### config.mk
export PLATFORM = sky130hd
export DESIGN_NAME = psc_power_ctrl
export DESIGN_NICKNAME = d
export VERILOG_FILES = /design/src/core/psc_pkg.sv /design/src/core/psc_power_ctrl.sv
export SDC_FILE = /design/constraint.sdc
export NUM_CORES = 1
export LEC_CHECK = 0
export ABC_AREA = 0
export BUFFER_PORTS_ARGS = -buffer_cell sky130_fd_sc_hd__clkbuf_2
export CAP_MARGIN = 0
export CORE_ASPECT_RATIO = 2
export CORE_MARGIN = 4
export CORE_UTILIZATION = 35
export CTS_CLUSTER_SIZE = 8
export DETAILED_ROUTE_END_ITERATION = 7
export PLACE_DENSITY = 0.67
export SKIP_LAST_GASP = 1
export SYNTH_ARGS = -nofsm -noshare
export SYNTH_HDL_FRONTEND = slang
export SYNTH_SLANG_ARGS = --single-unit
### constraint.sdc
create_clock -name mclk_i -period 4.1 [get_ports mclk_i]
set_clock_uncertainty 0.2 [all_clocks]
set_input_delay 0.41 -clock mclk_i [delete_from_list [all_inputs] [get_ports mclk_i]]
set_output_delay 0.41 -clock mclk_i [all_outputs]
set_load 0.02 [all_outputs]
### src/core/psc_pkg.sv
// constants, register map and sequence memory for the power state controller
// assumes one 125 MHz clock; all supply comparators arrive synchronous to it
package psc_pkg;

  // clocking: sequencing steps on a 32768 Hz tick derived from the system clock
  localparam int unsigned PSC_CLK_HZ   = 125_000_000;
  localparam int unsigned PSC_OSC_HZ   = 32768;
  localparam int unsigned PSC_TICK_CYC = PSC_CLK_HZ / PSC_OSC_HZ;
  localparam logic [11:0] PSC_TICK_LAST = 12'(PSC_TICK_CYC - 1);

  // register map (byte addresses)
  localparam logic [3:0] PSC_ADDR_CTRL     = 4'h0;
  localparam logic [3:0] PSC_ADDR_STATUS   = 4'h4;
  localparam logic [3:0] PSC_ADDR_RESOURCE = 4'h8;
  localparam logic [3:0] PSC_ADDR_FLAG     = 4'hc;

  // control register fields
  localparam int PSC_CTRL_ON    = 0;
  localparam int PSC_CTRL_OFF   = 1;
  localparam int PSC_CTRL_WAKE  = 2;
  localparam int PSC_CTRL_SLEEP = 3;
  localparam int PSC_CTRL_CHK_LO = 4;
  localparam int PSC_CTRL_MASK  = 6;
  localparam logic [1:0] PSC_CHK_RESET = 2'h0;

  // axi responses
  localparam logic [1:0] PSC_RESP_OKAY   = 2'h0;
  localparam logic [1:0] PSC_RESP_SLVERR = 2'h2;

  // resources: 8, two mode bits each
  localparam int          PSC_NRES        = 8;
  localparam logic [15:0] PSC_RES_DEFAULT = 16'h0000;
  localparam logic [1:0]  PSC_MODE_OFF    = 2'h0;
  localparam logic [1:0]  PSC_MODE_ON     = 2'h1;
  localparam logic [1:0]  PSC_MODE_LP     = 2'h2;
  localparam logic [7:0]  PSC_LINK_SRC    = 8'h08;
  localparam int          PSC_LINK_DST    = 5;

  typedef enum logic [2:0] {
    PSC_PS_NOSUP  = 3'b000,
    PSC_PS_BACKUP = 3'b001,
    PSC_PS_OFF    = 3'b010,
    PSC_PS_ACTIVE = 3'b011,
    PSC_PS_SLEEP  = 3'b100
  } psc_pstate_e;

  typedef enum logic [1:0] {
    PSC_SQ_IDLE  = 2'b00,
    PSC_SQ_CHECK = 2'b01,
    PSC_SQ_STEP  = 2'b10,
    PSC_SQ_WAIT  = 2'b11
  } psc_sqstate_e;

  typedef enum logic [1:0] {
    PSC_CHK_SKIP     = 2'b00,
    PSC_CHK_CONTINUE = 2'b01,
    PSC_CHK_HOLD_IO  = 2'b10,
    PSC_CHK_ABORT    = 2'b11
  } psc_chk_e;

  typedef struct packed {
    logic sleep;
    logic wake;
    logic off;
    logic on;
  } psc_req_s;

  // sequence word: [15] last, [14] io rail up, [12:10] resource, [9:8] mode, [7:0] wait ticks
  localparam int PSC_ROM_DEPTH = 20;
  localparam logic [4:0] PSC_ROM_LAST = 5'(PSC_ROM_DEPTH - 1);
  localparam logic [15:0] PSC_ROM [PSC_ROM_DEPTH] = '{
    16'h0102, 16'h0502, 16'h4902, 16'h0d02, 16'h9102,
    16'h1002, 16'h0c02, 16'h0802, 16'h0402, 16'h8002,
    16'h0e02, 16'h9002,
    16'h1102, 16'h8d02,
    16'h1002, 16'h0c02, 16'h0802, 16'h0402, 16'h8002,
    16'h8000
  };
  localparam logic [4:0] PSC_SEQ_OFF_TO_ACTIVE_SEQ = 5'h00;
  localparam logic [4:0] PSC_SEQ_ACTIVE_TO_OFF_SEQ = 5'h05;
  localparam logic [4:0] PSC_SEQ_ACTIVE_TO_SLEEP_SEQ = 5'h0a;
  localparam logic [4:0] PSC_SEQ_SLEEP_TO_ACTIVE_SEQ = 5'h0c;
  localparam logic [4:0] PSC_SEQ_SLEEP_TO_OFF_SEQ = 5'h0e;

  // programmed reference signature of the sequence memory
  function automatic logic [15:0] psc_rom_sig();
    logic [15:0] acc;
    acc = 16'h0000;
    for (int i = 0; i < PSC_ROM_DEPTH; i++) begin
      acc = acc ^ PSC_ROM[i];
    end
    return acc;
  endfunction
  localparam logic [15:0] PSC_ROM_REF = psc_rom_sig();

endpackage

### src/core/psc_power_ctrl.sv
// power state controller: arbitration, power state machine, sequencer, axi4-lite registers
// assumes inputs synchronous to mclk_i; supply comparators are already debounced
`timescale 1ns/10ps
`default_nettype none

module psc_power_ctrl
  import psc_pkg::*;
(
  input  wire logic        mclk_i,
  input  wire logic        resetn_i,
  // axi4-lite slave
  input  wire logic [3:0]  s_axi_awaddr_i,
  input  wire logic        s_axi_awvalid_i,
  output logic             s_axi_awready_o,
  input  wire logic [31:0] s_axi_wdata_i,
  input  wire logic [3:0]  s_axi_wstrb_i,
  input  wire logic        s_axi_wvalid_i,
  output logic             s_axi_wready_o,
  output logic [1:0]       s_axi_bresp_o,
  output logic             s_axi_bvalid_o,
  input  wire logic        s_axi_bready_i,
  input  wire logic [3:0]  s_axi_araddr_i,
  input  wire logic        s_axi_arvalid_i,
  output logic             s_axi_arready_o,
  output logic [31:0]      s_axi_rdata_o,
  output logic [1:0]       s_axi_rresp_o,
  output logic             s_axi_rvalid_o,
  input  wire logic        s_axi_rready_i,
  // requests and system conditions
  input  wire logic        on_req_i,
  input  wire logic        off_req_i,
  input  wire logic        wake_req_i,
  input  wire logic        sleep_req_i,
  input  wire logic        irq_pending_i,
  input  wire logic        supply_above_por_i,
  input  wire logic        system_low_threshold_i,
  input  wire logic        system_high_threshold_i,
  input  wire logic        hot_die_i,
  input  wire logic [15:0] otp_upset_i,
  // resources and status
  output logic [7:0]       resource_on_o,
  output logic [7:0]       resource_lp_o,
  output logic             always_on_supply_o,
  output logic [2:0]       power_state_o,
  output logic             busy_o,
  output logic             otp_error_flag_o
);

  ////////////////////////////////////////////////////////////////////////////
  // declarations
  psc_pstate_e  pstate;
  psc_sqstate_e sqstate;
  psc_req_s     pend;
  psc_req_s     next_pend;
  logic [11:0]  tick_cnt;
  logic         tick;
  logic [15:0]  res_mode;
  logic [1:0]   chk_opt;
  logic         irq_mask;
  logic         otp_err;
  logic         sw_on;
  logic         sw_off;
  logic         sw_wake;
  logic         sw_sleep;
  logic         aw_held;
  logic         w_held;
  logic [3:0]   aw_addr;
  logic [31:0]  w_data;
  logic [3:0]   w_strb;
  logic         wr_go;
  logic         wr_hit;
  logic [4:0]   seq_ptr;
  logic [7:0]   wait_cnt;
  psc_pstate_e  seq_target;
  logic         seq_is_off;
  logic [4:0]   chk_idx;
  logic [15:0]  chk_acc;
  logic         hold_at_io;
  logic         halted;
  logic [15:0]  seq_word;
  logic         seq_write;
  logic         err_set;
  logic         gate_ok;
  logic         start_off;
  logic         start_on;
  logic         start_wake;
  logic         start_sleep;
  logic         pre_empt;
  logic         supply_ok;
  logic         flag_clr;
  logic         linked_on;

  ////////////////////////////////////////////////////////////////////////////
  // 32768 Hz sequencing tick
  always_ff @(posedge mclk_i) begin
    if (!resetn_i) begin
      tick_cnt <= 12'h000;
      tick     <= 1'b0;
    end else begin
      tick     <= (tick_cnt == PSC_TICK_LAST);
      tick_cnt <= (tick_cnt == PSC_TICK_LAST) ? 12'h000 : tick_cnt + 12'h001;
    end
  end

  ////////////////////////////////////////////////////////////////////////////
  // axi4-lite write: address and data taken in either order, answer after both
  assign wr_go  = aw_held && w_held && !s_axi_bvalid_o;
  assign wr_hit = (aw_addr == PSC_ADDR_CTRL) || (aw_addr == PSC_ADDR_RESOURCE) ||
                  (aw_addr == PSC_ADDR_FLAG) || (aw_addr == PSC_ADDR_STATUS);

  always_ff @(posedge mclk_i) begin
    if (!resetn_i) begin
      aw_held         <= 1'b0;
      w_held          <= 1'b0;
      aw_addr         <= 4'h0;
      w_data          <= 32'h0000_0000;
      w_strb          <= 4'h0;
      s_axi_awready_o <= 1'b0;
      s_axi_wready_o  <= 1'b0;
      s_axi_bvalid_o  <= 1'b0;
      s_axi_bresp_o   <= PSC_RESP_OKAY;
    end else begin
      s_axi_awready_o <= !aw_held && !(s_axi_awvalid_i && s_axi_awready_o);
      s_axi_wready_o  <= !w_held && !(s_axi_wvalid_i && s_axi_wready_o);
      if (s_axi_awvalid_i && s_axi_awready_o) begin
        aw_held <= 1'b1;
        aw_addr <= {s_axi_awaddr_i[3:2], 2'b00};
      end
      if (s_axi_wvalid_i && s_axi_wready_o) begin
        w_held <= 1'b1;
        w_data <= s_axi_wdata_i;
        w_strb <= s_axi_wstrb_i;
      end
      if (wr_go) begin
        aw_held        <= 1'b0;
        w_held         <= 1'b0;
        s_axi_bvalid_o <= 1'b1;
        s_axi_bresp_o  <= wr_hit ? PSC_RESP_OKAY : PSC_RESP_SLVERR;
      end else if (s_axi_bvalid_o && s_axi_bready_i) begin
        s_axi_bvalid_o <= 1'b0;
      end
    end
  end

  ////////////////////////////////////////////////////////////////////////////
  // control register; request bits are write pulses, not stored
  always_ff @(posedge mclk_i) begin
    if (!resetn_i) begin
      chk_opt  <= PSC_CHK_RESET;
      irq_mask <= 1'b1;
      sw_on    <= 1'b0;
      sw_off   <= 1'b0;
      sw_wake  <= 1'b0;
      sw_sleep <= 1'b0;
      flag_clr <= 1'b0;
    end else begin
      sw_on    <= 1'b0;
      sw_off   <= 1'b0;
      sw_wake  <= 1'b0;
      sw_sleep <= 1'b0;
      flag_clr <= 1'b0;
      if (wr_go && aw_addr == PSC_ADDR_CTRL && w_strb[0]) begin
        sw_on    <= w_data[PSC_CTRL_ON];
        sw_off   <= w_data[PSC_CTRL_OFF];
        sw_wake  <= w_data[PSC_CTRL_WAKE];
        sw_sleep <= w_data[PSC_CTRL_SLEEP];
        chk_opt  <= w_data[PSC_CTRL_CHK_LO +: 2];
        irq_mask <= w_data[PSC_CTRL_MASK];
      end
      if (wr_go && aw_addr == PSC_ADDR_FLAG && w_strb[0]) begin
        flag_clr <= w_data[0];
      end
    end
  end

  // memory-error flag: write one to clear, a new error in the same cycle wins
  always_ff @(posedge mclk_i) begin
    if (!resetn_i) begin
      otp_err <= 1'b0;
    end else begin
      otp_err <= err_set || (otp_err && !flag_clr);
    end
  end

  ////////////////////////////////////////////////////////////////////////////
  // axi4-lite read: one cycle after the address is taken
  always_ff @(posedge mclk_i) begin
    if (!resetn_i) begin
      s_axi_arready_o <= 1'b0;
      s_axi_rvalid_o  <= 1'b0;
      s_axi_rdata_o   <= 32'h0000_0000;
      s_axi_rresp_o   <= PSC_RESP_OKAY;
    end else begin
      s_axi_arready_o <= !s_axi_rvalid_o && !(s_axi_arvalid_i && s_axi_arready_o);
      if (s_axi_arvalid_i && s_axi_arready_o) begin
        s_axi_rvalid_o <= 1'b1;
        s_axi_rresp_o  <= PSC_RESP_OKAY;
        case ({s_axi_araddr_i[3:2], 2'b00})
          PSC_ADDR_CTRL:     s_axi_rdata_o <= {25'h0, irq_mask, chk_opt, 4'h0};
          PSC_ADDR_STATUS:   s_axi_rdata_o <= {26'h0, halted, busy_o, 1'b0, pstate};
          PSC_ADDR_RESOURCE: s_axi_rdata_o <= {16'h0, res_mode};
          PSC_ADDR_FLAG:     s_axi_rdata_o <= {31'h0, otp_err};
          default: begin
            s_axi_rdata_o <= 32'h0000_0000;
            s_axi_rresp_o <= PSC_RESP_SLVERR;
          end
        endcase
      end else if (s_axi_rvalid_o && s_axi_rready_i) begin
        s_axi_rvalid_o <= 1'b0;
      end
    end
  end

  ////////////////////////////////////////////////////////////////////////////
  // arbitration: off first and ungated, then on, wake, sleep
  assign supply_ok = supply_above_por_i && system_low_threshold_i;
  assign gate_ok   = system_high_threshold_i && !hot_die_i;
  assign start_off = pend.off && (pstate == PSC_PS_ACTIVE || pstate == PSC_PS_SLEEP);
  assign start_on  = !pend.off && pend.on && pstate == PSC_PS_OFF && gate_ok;
  assign start_wake  = !pend.off && pend.wake && pstate == PSC_PS_SLEEP;
  assign start_sleep = !pend.off && pend.sleep && pstate == PSC_PS_ACTIVE &&
                       !irq_pending_i && !(otp_err && !irq_mask);
  assign pre_empt  = pend.off && !seq_is_off && sqstate != PSC_SQ_IDLE &&
                     pstate != PSC_PS_OFF;

  // requests stay pending while a sequence runs, except an off that pre-empts it; arrival beats consumption
  always_comb begin
    next_pend = pend;
    if (sqstate == PSC_SQ_IDLE && supply_ok) begin
      if (start_off || pstate == PSC_PS_OFF) begin
        next_pend.off = 1'b0;
      end
      if (start_on) begin
        next_pend.on = 1'b0;
      end
      if (start_wake) begin
        next_pend.wake = 1'b0;
      end
      if (start_sleep) begin
        next_pend.sleep = 1'b0;
      end
    end
    if (pre_empt) begin
      next_pend.off = 1'b0;
    end
    next_pend.on    = next_pend.on || on_req_i || sw_on;
    next_pend.off   = next_pend.off || off_req_i || sw_off;
    next_pend.wake  = next_pend.wake || wake_req_i || sw_wake;
    next_pend.sleep = next_pend.sleep || sleep_req_i || sw_sleep;
  end

  always_ff @(posedge mclk_i) begin
    if (!resetn_i) begin
      pend <= '0;
    end else begin
      pend <= next_pend;
    end
  end

  ////////////////////////////////////////////////////////////////////////////
  // power state machine and sequencer
  assign seq_word  = PSC_ROM[seq_ptr];
  assign seq_write = sqstate == PSC_SQ_STEP && tick;

  always_ff @(posedge mclk_i) begin
    if (!resetn_i) begin
      pstate     <= PSC_PS_NOSUP;
      sqstate    <= PSC_SQ_IDLE;
      seq_ptr    <= 5'h00;
      wait_cnt   <= 8'h00;
      seq_target <= PSC_PS_OFF;
      seq_is_off <= 1'b0;
      chk_idx    <= 5'h00;
      chk_acc    <= 16'h0000;
      hold_at_io <= 1'b0;
      halted     <= 1'b0;
      err_set    <= 1'b0;
    end else begin
      err_set <= 1'b0;
      if (!supply_above_por_i) begin
        pstate  <= PSC_PS_NOSUP;
        sqstate <= PSC_SQ_IDLE;
      end else if (!system_low_threshold_i) begin
        pstate  <= PSC_PS_BACKUP;
        sqstate <= PSC_SQ_IDLE;
      end else if (pstate == PSC_PS_NOSUP || pstate == PSC_PS_BACKUP) begin
        pstate <= PSC_PS_OFF;
        halted <= 1'b0;
      end else if (pre_empt) begin
        seq_ptr    <= (pstate == PSC_PS_SLEEP) ? PSC_SEQ_SLEEP_TO_OFF_SEQ : PSC_SEQ_ACTIVE_TO_OFF_SEQ;
        seq_target <= PSC_PS_OFF;
        seq_is_off <= 1'b1;
        hold_at_io <= 1'b0;
        sqstate    <= PSC_SQ_STEP;
      end else begin
        case (sqstate)
          PSC_SQ_IDLE: begin
            seq_is_off <= 1'b0;
            hold_at_io <= 1'b0;
            if (start_off) begin
              seq_ptr    <= (pstate == PSC_PS_SLEEP) ? PSC_SEQ_SLEEP_TO_OFF_SEQ : PSC_SEQ_ACTIVE_TO_OFF_SEQ;
              seq_target <= PSC_PS_OFF;
              seq_is_off <= 1'b1;
              sqstate    <= PSC_SQ_STEP;
            end else if (start_on) begin
              seq_ptr    <= PSC_SEQ_OFF_TO_ACTIVE_SEQ;
              seq_target <= PSC_PS_ACTIVE;
              halted     <= 1'b0;
              chk_idx    <= 5'h00;
              chk_acc    <= 16'h0000;
              sqstate    <= (chk_opt == PSC_CHK_SKIP) ? PSC_SQ_STEP : PSC_SQ_CHECK;
            end else if (start_wake) begin
              seq_ptr    <= gate_ok ? PSC_SEQ_SLEEP_TO_ACTIVE_SEQ : PSC_SEQ_SLEEP_TO_OFF_SEQ;
              seq_target <= gate_ok ? PSC_PS_ACTIVE : PSC_PS_OFF;
              seq_is_off <= !gate_ok;
              sqstate    <= PSC_SQ_STEP;
            end else if (start_sleep) begin
              seq_ptr    <= PSC_SEQ_ACTIVE_TO_SLEEP_SEQ;
              seq_target <= PSC_PS_SLEEP;
              sqstate    <= PSC_SQ_STEP;
            end
          end
          PSC_SQ_CHECK: begin
            // one word per clock; sensed upsets land on the first word
            chk_acc <= chk_acc ^ PSC_ROM[chk_idx] ^
                       ((chk_idx == 5'h00) ? otp_upset_i : 16'h0000);
            chk_idx <= chk_idx + 5'h01;
            if (chk_idx == PSC_ROM_LAST) begin
              if ((chk_acc ^ PSC_ROM[chk_idx]) != PSC_ROM_REF) begin
                err_set <= 1'b1;
                case (chk_opt)
                  PSC_CHK_ABORT: begin
                    sqstate <= PSC_SQ_IDLE;
                    halted  <= 1'b1;
                  end
                  PSC_CHK_HOLD_IO: begin
                    hold_at_io <= 1'b1;
                    sqstate    <= PSC_SQ_STEP;
                  end
                  default: sqstate <= PSC_SQ_STEP;
                endcase
              end else begin
                sqstate <= PSC_SQ_STEP;
              end
            end
          end
          PSC_SQ_STEP: begin
            if (tick) begin
              wait_cnt <= seq_word[7:0];
              if (hold_at_io && seq_word[14]) begin
                halted  <= 1'b1;
                sqstate <= PSC_SQ_IDLE;
              end else if (seq_word[15]) begin
                pstate  <= seq_target;
                sqstate <= PSC_SQ_IDLE;
              end else begin
                seq_ptr <= seq_ptr + 5'h01;
                sqstate <= (seq_word[7:0] == 8'h00) ? PSC_SQ_STEP : PSC_SQ_WAIT;
              end
            end
          end
          PSC_SQ_WAIT: begin
            if (tick) begin
              wait_cnt <= wait_cnt - 8'h01;
              if (wait_cnt == 8'h01) begin
                sqstate <= PSC_SQ_STEP;
              end
            end
          end
          default: sqstate <= PSC_SQ_IDLE;
        endcase
      end
    end
  end

  ////////////////////////////////////////////////////////////////////////////
  // resource mode bits: host writes or sequence accesses, cleared to default on supply loss
  always_ff @(posedge mclk_i) begin
    if (!resetn_i) begin
      res_mode <= PSC_RES_DEFAULT;
    end else if (!supply_ok) begin
      res_mode <= PSC_RES_DEFAULT;
    end else if (seq_write && !(hold_at_io && seq_word[14])) begin
      res_mode[{seq_word[12:10], 1'b0} +: 2] <= seq_word[9:8];
    end else if (wr_go && aw_addr == PSC_ADDR_RESOURCE && (&w_strb[1:0])) begin
      res_mode <= w_data[15:0];
    end
  end

  ////////////////////////////////////////////////////////////////////////////
  // registered outputs; a kept-on source resource holds its linked rail up
  assign linked_on = |(PSC_LINK_SRC & resource_on_o);

  for (genvar i = 0; i < PSC_NRES; i++) begin : g_res
    always_ff @(posedge mclk_i) begin
      if (!resetn_i) begin
        resource_on_o[i] <= 1'b0;
        resource_lp_o[i] <= 1'b0;
      end else begin
        resource_on_o[i] <= (res_mode[2*i +: 2] == PSC_MODE_ON) ||
                            (i == PSC_LINK_DST && linked_on);
        resource_lp_o[i] <= (res_mode[2*i +: 2] == PSC_MODE_LP);
      end
    end
  end

  always_ff @(posedge mclk_i) begin
    if (!resetn_i) begin
      always_on_supply_o <= 1'b0;
      power_state_o      <= PSC_PS_NOSUP;
      busy_o             <= 1'b0;
      otp_error_flag_o   <= 1'b0;
    end else begin
      always_on_supply_o <= supply_above_por_i;
      power_state_o      <= pstate;
      busy_o             <= sqstate != PSC_SQ_IDLE;
      otp_error_flag_o   <= otp_err;
    end
  end

endmodule

`default_nettype wire

==> results of run 1 <==
worst max-delay path by stage:
| stage | startpoint | to | slack [ps] |
|---|---|---|---|
| 2_1_floorplan | seq_ptr[0] | res_mode[0] | 800 |
| 3_3_place_gp | seq_ptr[2] | res_mode[0] | 630 |
| 6_report | seq_ptr[2] | res_mode[0] | 440 |
| 4_1_cts | seq_ptr[2] | res_mode[0] | 450 |
| 3_5_place_dp | seq_ptr[2] | res_mode[0] | 480 |
| 5_1_grt | seq_ptr[2] | res_mode[2] | 200 |
routing by layer:
layer / up-vias / GRT usage, %
met5: - / 0
met4: 0 / 7.96
met3: 48 / 3.10
met2: 205 / 32.4
met1: 3083 / 16.9
li1: 3271 / -
per-stage QoR:
step,util (%),power (W),instances
2_1_floorplan,-,0.00169,903
3_3_place_gp,38.7,0.00174,1217
3_5_place_dp,38.7,0.00175,1217
4_1_cts,42.3,0.00331,1265
5_1_grt,42.3,0.00339,1265
6_report,42.3,0.00328,1265
registers in the layout, summed over array words and instances (netlist names), 3 cells and up:
| name | count |
|---|---|
| chk_acc | 16 |
| chk_idx | 5 |
| pend | 4 |
| power_state_o | 3 |
| pstate | 3 |
| res_mode | 16 |
| resource_lp_o | 8 |
| resource_on_o | 7 |
| s_axi_rdata_o | 16 |
| seq_ptr | 5 |
| seq_target | 3 |
| tick_cnt | 12 |
| w_data | 16 |
| wait_cnt | 8 |
layout by cell type, fill, tap and decap left out, types with 18 or more instances in the layout:
cell	synthesis	routed
ha_1	19	19
conb_1	1	19
nand3_1	23	23
nand2_1	109	109
nor3_1	23	23
o21ai_0	18	18
nor2b_1	19	19
mux2i_1	18	18
clkbuf_2	0	97
a21oi_1	57	57
xor2_1	27	27
inv_1	27	27
dfxtp_1	154	154
nor2_1	106	106
power by group:
| group | total (W) | internal, W | switching [W] |
|---|---|---|---|
| registers | 0.00155 | 0.00152 | 0.0000238 |
| logic | 0.000178 | 0.0000662 | 0.000112 |
| clock network | 0.00156 | 0.000884 | 0.000673 |
what timing repair did:
item	in CTS	in global routing
hold endpoints to repair	16	0
buffers inserted	0	0
hold buffers	16	0
kinds of logic (layout without fill, tap and decap cells):
logic type / Yosys count / in the layout
muxes: 21 / 21
xor gates and xnor gates: 40 / 40
and+or+nand+nor: 378 / 378
other: 1 / 19
adders and majority gates: 19 / 19
buffers and inverters: 93 / 186
DFF: 154 / 154
AOI/OAI and AO/OA: 179 / 179
area by class of cell:
class	instances	area, um^2	share of cell area, %
clock inverter	13	130	1.46
multi-input combinational	656	4040	45.4
clock buffer	19	453	5.10
timing repair buffer	126	743	8.36
tap	269	337	3.79
sequential	154	3080	34.7
inverter	28	105	1.18
critical path: cells and delay by family, from the launching register on:
family	cells	cell delay (ps)
adder cells (fa/ha/maj)	2	590
AND/OR/NAND/NOR	5	1160
flip-flops	1	650
AO/OA/AOI/OAI	2	660
multiplexers	1	290
==> flow_summary.json, run 1 <==
{
  "status": "finished, final reports clean",
  "ys.flop_type": "dfxtp_1",
  "path_max_fanout": 15,
  "rows": 75,
  "n_fill_cell": 2160,
  "reg2reg_setup_slack_ps": 440,
  "cap_violations": 0,
  "nets": 1078,
  "cpPeakStageDelay_ps": 650,
  "grtUsageTotal_pct": 16.8,
  "ant_nets": 0,
  "synth_top_family_by_area": "simple AND/OR/NAND/NOR gates",
  "ios": 139,
  "diodes": 0,
  "grt_pass1_wl_um": 32800,
  "layout_min_cycle_time_ps": 3660,
  "tritoncts.num_buffers": 17,
  "worstHoldStart": "s_axi_wdata_i[10]",
  "cts-root-buf": "clkbuf_16",
  "fin_area_um2": 8890,
  "powerDensity_nw_per_um2": 369,
  "synth-simple-area-share_pct": 25.3,
  "max_freq_ghz": 0.273,
  "synth_mux_area_share_pct": 2.85,
  "seq_area_frac_synth_pct": 41.1,
  "top_layer": "met4",
  "clock_latency_ps": 440,
  "netlist.area_leader.share_pct": 41.1,
  "wl_met3_um": 932,
  "cp-end-kind": "register",
  "worstHoldEndpoint": "w_data[10]",
  "setup_violations": 0,
  "reg2reg_depth": 10,
  "syn_area_per_cell_um2": 8.47,
  "pre_cts_ws_ps": 484,
  "min_path_type": "primary input to register",
  "synth-xor-area-share_pct": 4.67,
  "ys_types": 81,
  "rr_startpoint": "seq_ptr[2]",
  "whs_ps": 6.37,
  "cts_tree": "done",
  "dpl.hpwl_um": 15100,
  "grt_overflow_total": 0,
  "grt_antenna_before_repair": 0,
  "synth_cells": 885,
  "synth_compound_area_share_pct": 16.9,
  "fin_ws_ps": 435,
  "grt_max_degree": 44,
  "syn_area_um2": 7500,
  "synthArstFlopShare_pct": 0,
  "synth_top_cell_by_area": "dfxtp_1",
  "path_cells": "and3b_1, a2111oi_4, nor2_1, ha_1, ha_1, nor2_1, nand3_1, or4_1, mux2_2, a211oi_1",
  "coreArea_um2": 21000,
  "ys_seq_elements": 154,
  "vdd_drop_max_v": 0.000238,
  "syn_to_final_growth_pct": 18.5,
  "max_slew.worst_pin.slew_ps": 827,
  "required_ps": 4230,
  "route.detailed.drc": 0,
  "die_h_um": 215,
  "worstSetupPathType": "register to register",
  "drt_wl_total_um": 20100,
  "rsz0062_at_grt": "false",
  "clockBufferDepth": 2,
  "vias_per_cell": 5.22,
  "ys_warn_count": 0,
  "slew_viol_final": 0,
  "startpoint_type": "register",
  "place_area_um2": 8140,
  "numPortBuffers": 97,
  "r2r_end": "res_mode[0]",
  "cts_resized": 0,
  "htree_levels": 4,
  "first_iter_violations": 307,
  "synth_edf_count": 0,
  "clkSinkCount": 154,
  "initial_utilization_pct": 35.7,
  "synth_commonest_cells": "dfxtp_1, nand2_1, nor2_1",
  "hold_viol": 0,
  "p_leak_nw": 3.38,
  "fp.dieW_um": 111,
  "clk_pin_slew_ps": 70,
  "synthTopCellsByArea": "dfxtp_1, nand2_1, nor2_1, a21oi_1, ha_1",
  "met1_length_um": 7520,
  "synthAdderAreaFrac_pct": 3.17,
  "yosysMostFrequentCell": "dfxtp_1",
  "dieArea_um2": 24000,
  "post_drt_wl_per_cell_um": 15.9,
  "fin_setup_tns_ps": 0,
  "firstDrtPassIters": 5,
  "num_vias": 6607,
  "cp_slowest_cell": "dfxtp_1",
  "gp_congestion": 0.932,
  "cp_data_arrival_time_ps": 3790,
  "min_path_cells": 3,
  "drive_gt1_share_pct": 16.8,
  "wl_met2_um": 11000,
  "relSlewSlack_pct": 44.4,
  "grt_pass1_vias": 6486,
  "period_share_pct": 89.4
}
Power figures use the tool's default switching activity.
==> run 2, diff against run 1 <==
- CTS_BUF_LIST: unset -> sky130_fd_sc_hd__clkbuf_4 sky130_fd_sc_hd__clkbuf_8 sky130_fd_sc_hd__clkbuf_16
- clock period: 4.1 -> 4.5 ns (I/O delays scaled with it)
==> flow_summary.json, run 2 (same netlist as run 1, synthesis figures left out) <==
{
  "required_ps": 4640,
  "critPathMostFrequentCell": "ha_1",
  "ios": 139,
  "status": "finished, final reports clean",
  "coreArea_um2": 21000,
  "fp.dieW_um": 111,
  "cts_resized": 0,
  "clkSinkCount": 154,
  "syn_to_final_growth_pct": 16.1,
  "post_drt_wl_per_cell_um": 15.8,
  "path_cells": "inv_1, ha_1, nor3b_1, a2111oi_4, nor2_1, ha_1, ha_1, nor2_1, nand3_1, or4_1, mux2_2, a211oi_1",
  "cts_hold_buf": 0,
  "max_freq_ghz": 0.270,
  "nets": 1059,
  "htree_levels": 4,
  "clk_pin_slew_ps": 70,
  "p_leak_nw": 3.28,
  "cp_data_arrival_time_ps": 3840,
  "layout_min_cycle_time_ps": 3700,
  "cpPeakStageDelay_ps": 490,
  "worstSetupPathType": "register to register",
  "dpl.hpwl_um": 14800,
  "firstDrtPassIters": 5,
  "first_iter_violations": 366,
  "place_area_um2": 8120,
  "relSlewSlack_pct": 39.7,
  "final_common_cell": "dfxtp_1",
  "mostFrequentLayoutCells": "dfxtp_1, nand2_1, nor2_1",
  "vias_per_cell": 5.27,
  "grt_pass1_vias": 6386,
  "grt_antenna_before_repair": 0,
  "path_max_fanout": 9,
  "period_share_pct": 82.2,
  "ant_nets": 0,
  "reg2reg_depth": 12,
  "startpoint_type": "register",
  "num_vias": 6563,
  "min_path_cells": 3,
  "cp_slowest_cell": "dfxtp_1",
  "grt_pass1_wl_um": 32000,
  "grt_overflow_total": 0,
  "gp_congestion": 0.923,
  "initial_utilization_pct": 35.7,
  "tritoncts.num_buffers": 17,
  "powerDensity_nw_per_um2": 339,
  "cap_violations": 0,
  "clockBufferDepth": 2,
  "cts_setup_buffers": 0,
  "min_path_type": "primary input to register",
  "rsz0062_at_grt": "false",
  "cts_tree": "done",
  "cts-root-buf": "clkbuf_16",
  "cp-end-kind": "register",
  "grt_max_degree": 58,
  "clock_latency_ps": 430,
  "route.detailed.drc": 0,
  "die_h_um": 215,
  "drive_gt1_share_pct": 16.8,
  "grtUsageTotal_pct": 16.4,
  "setup_violations": 0,
  "rows": 75,
  "numPortBuffers": 97,
  "max_slew.worst_pin.slew_ps": 897,
  "slew_viol_final": 0,
  "drt_wl_total_um": 19700,
  "dieArea_um2": 24000,
  "vdd_drop_max_v": 0.000243,
  "fin_setup_tns_ps": 0,
  "fin_area_um2": 8700,
  "hold_viol": 0,
  "n_fill_cell": 2160,
  "diodes": 0
}
[run 2: cell count changes in the layout (fill, tap and decap cells not counted), moves of 3 or more]
cell / change
dlygate4sd3_1: -16
buf_4: -3
inv_6: -3
inv_8: +3
[run 2: path summary, 6_finish.rpt]
check	from	to	slack, ps
hold reg to reg	sw_off	pend[1]	250
setup reg to reg	seq_ptr[0]	res_mode[0]	800
hold / removal	s_axi_wdata_i[6]	w_data[6]	30
setup / recovery	seq_ptr[0]	res_mode[0]	800
[run 2: worst max-delay path: cells and delay by family (launching register included)]
kind | cells | cell delay (ps)
AOI/OAI and AO/OA | 2 | 270
adders and majority gates | 3 | 780
buffers and inverters | 1 | 160
DFF | 1 | 490
muxes | 1 | 290
and+or+nand+nor | 5 | 1390
[run 2: routing by layer]
| layer | track usage, % | up-vias | share of wire, % |
|---|---|---|---|
| li1 | - | 3239 | - |
| met3 | 3.21 | 53 | 4.2 |
| met5 | 0 | - | 0 |
| met4 | 8.36 | 0 | 4.5 |
| met2 | 30.6 | 188 | 54 |
| met1 | 17.1 | 3083 | 38 |
[run 2: final cells by class]
cell class | instances | area [um^2] | area share, %
sequential | 154 | 3080 | 35.4
clock buffer | 17 | 425 | 4.89
timing repair buffer | 107 | 561 | 6.44
tap | 269 | 337 | 3.87
clock inverter | 15 | 154 | 1.77
inverter | 28 | 105 | 1.21
multi-input combinational | 656 | 4040 | 46.4
[run 2: stage by stage]
step	std cells	worst slack, ps	power [W]	util, %	hold WS, ps
5_1_grt	1246	538	0.00305	41.4	26.0
3_3_place_gp	1214	927	0.00159	38.6	231
3_5_place_dp	1214	833	0.00159	38.6	238
6_report	1246	802	0.00295	41.4	34.3
4_1_cts	1246	810	0.00298	41.4	14.9
2_1_floorplan	903	1200	0.00154	-	213
[run 2: report_power, final]
part,switching [W],internal (W)
registers,0.0000223,0.00139
logic,0.0000993,0.0000511
clock network,0.000654,0.000738
total,0.000776,0.00217
==> run 3, diff against run 2 <==
- PLACE_DENSITY: 0.67 -> 0.69
- clock period: 4.5 -> 3.3 ns (I/O delays scaled with it)
==> flow_summary.json, run 3 (same netlist as run 1, synthesis figures left out) <==
{
  "numPortBuffers": 97,
  "clkSinkCount": 154,
  "fin_setup_tns_ps": 0,
  "coreArea_um2": 21000,
  "cp_data_arrival_time_ps": 3230,
  "clock_latency_ps": 430,
  "mostFrequentLayoutCells": "dfxtp_1, nand2_1, nor2_1",
  "final-seq-area_um2": 3080,
  "ios": 139,
  "tritoncts.num_buffers": 17,
  "required_ps": 3430,
  "max_slew.worst_pin.slew_ps": 761,
  "n_fill_cell": 2098,
  "p_leak_nw": 3.56,
  "syn_to_final_growth_pct": 23.3,
  "dp.cells": 1236,
  "min_path_type": "primary input to register",
  "period_share_pct": 93.7,
  "cts_tree": "done",
  "relSlewSlack_pct": 47.9,
  "worstHoldStart": "otp_upset_i[0]",
  "route.detailed.drc": 0,
  "grtUsageTotal_pct": 17.2,
  "path_max_fanout": 5,
  "reg2reg_depth": 12,
  "powerDensity_nw_per_um2": 451,
  "final_common_cell": "dfxtp_1",
  "vdd_drop_max_v": 0.000285,
  "fp.dieW_um": 111,
  "grt_antenna_before_repair": 0,
  "final_cells": 1298,
  "clockBufferDepth": 2,
  "layout_min_cycle_time_ps": 3090,
  "dpl.hpwl_um": 15500,
  "hold_viol": 0,
  "utilization_pct": 44.0,
  "num_vias": 6763,
  "cp-end-kind": "register",
  "cap_violations": 0,
  "htree_levels": 4,
  "firstDrtPassIters": 5,
  "die_h_um": 215,
  "startpoint": "seq_ptr[0]",
  "multi_input_area_um2": 4070,
  "min_path_cells": 4,
  "max_freq_ghz": 0.324,
  "nets": 1111,
  "grt_pass1_wl_um": 33900,
  "ant_nets": 0,
  "rows": 75,
  "rr_startpoint": "seq_ptr[0]",
  "setup_violations": 0,
  "rsz0062_at_grt": "false",
  "initial_utilization_pct": 35.7,
  "slew_viol_final": 0,
  "drive_gt1_share_pct": 18.7,
  "drt_wl_total_um": 20400,
  "first_iter_violations": 293,
  "diodes": 0,
  "dieArea_um2": 24000,
  "startpoint_type": "register",
  "grt_max_degree": 54,
  "clk_pin_slew_ps": 70,
  "cts-root-buf": "clkbuf_16",
  "grt_pass1_vias": 6928,
  "gp_congestion": 0.928,
  "vias_per_cell": 5.21,
  "post_drt_wl_per_cell_um": 15.7,
  "worstSetupPathType": "register to register",
  "status": "finished, final reports clean",
  "grt_overflow_total": 0
}
-- run 3: worst paths after layout --
path                                     to  slack [ps]
worst max register to register  res_mode[0]         210
worst min register to register    w_data[9]         250
worst min-delay path             chk_acc[0]          10
worst max-delay path            res_mode[0]         210
-- run 3: cell type report --
class	count	share of cell area (%)
repair buffers	159	11.2
well taps	269	3.64
flip-flops and latches	154	33.4
inverters	28	1.14
clock inverters	15	2.02
clock buffers	17	4.60
multi-input cells	656	44.0
-- run 3: routing by layer --
layer	vias up	track usage, %	routed length [um]
met5	-	0	0
met4	0	9.09	891
met3	57	2.70	677
met2	178	33.5	11400
met1	3193	16.9	7360
li1	3335	-	-
-- run 3: critical path, stage by stage (launching register included) --
cell and delay (ps):
dfxtp_1 340, inv_1 120, ha_4 180, mux2i_1 70, a211o_1 300, and2_1 150
ha_1 190, ha_1 330, nor2_2 140, nand3_1 80, or4_1 430, mux2_2 290
a211oi_1 190
-- run 3: where the power goes --
group          internal, W  switching, W
Combinational    0.0000972      0.000143
Clock              0.00115      0.000858
Sequential         0.00189     0.0000283
Total              0.00313       0.00103
-- run 3: stage by stage --
stage	worst slack (ps)	total power [W]	area, um^2	hold slack [ps]
after floorplan	94.0	0.00210	7570	213
after global placement	174	0.00217	8300	238
after detailed placement	106	0.00217	8300	246
after CTS	81.2	0.00422	9210	0.0795
after global routing	9.96	0.00432	9240	29.4
final	210	0.00416	9240	13.9
-- run 3: repair_timing --
action,CTS,global route
gates resized for setup,0,6
setup endpoints to repair,0,3
hold buffers,30,0
buffers inserted,0,0
hold endpoints to repair,28,0
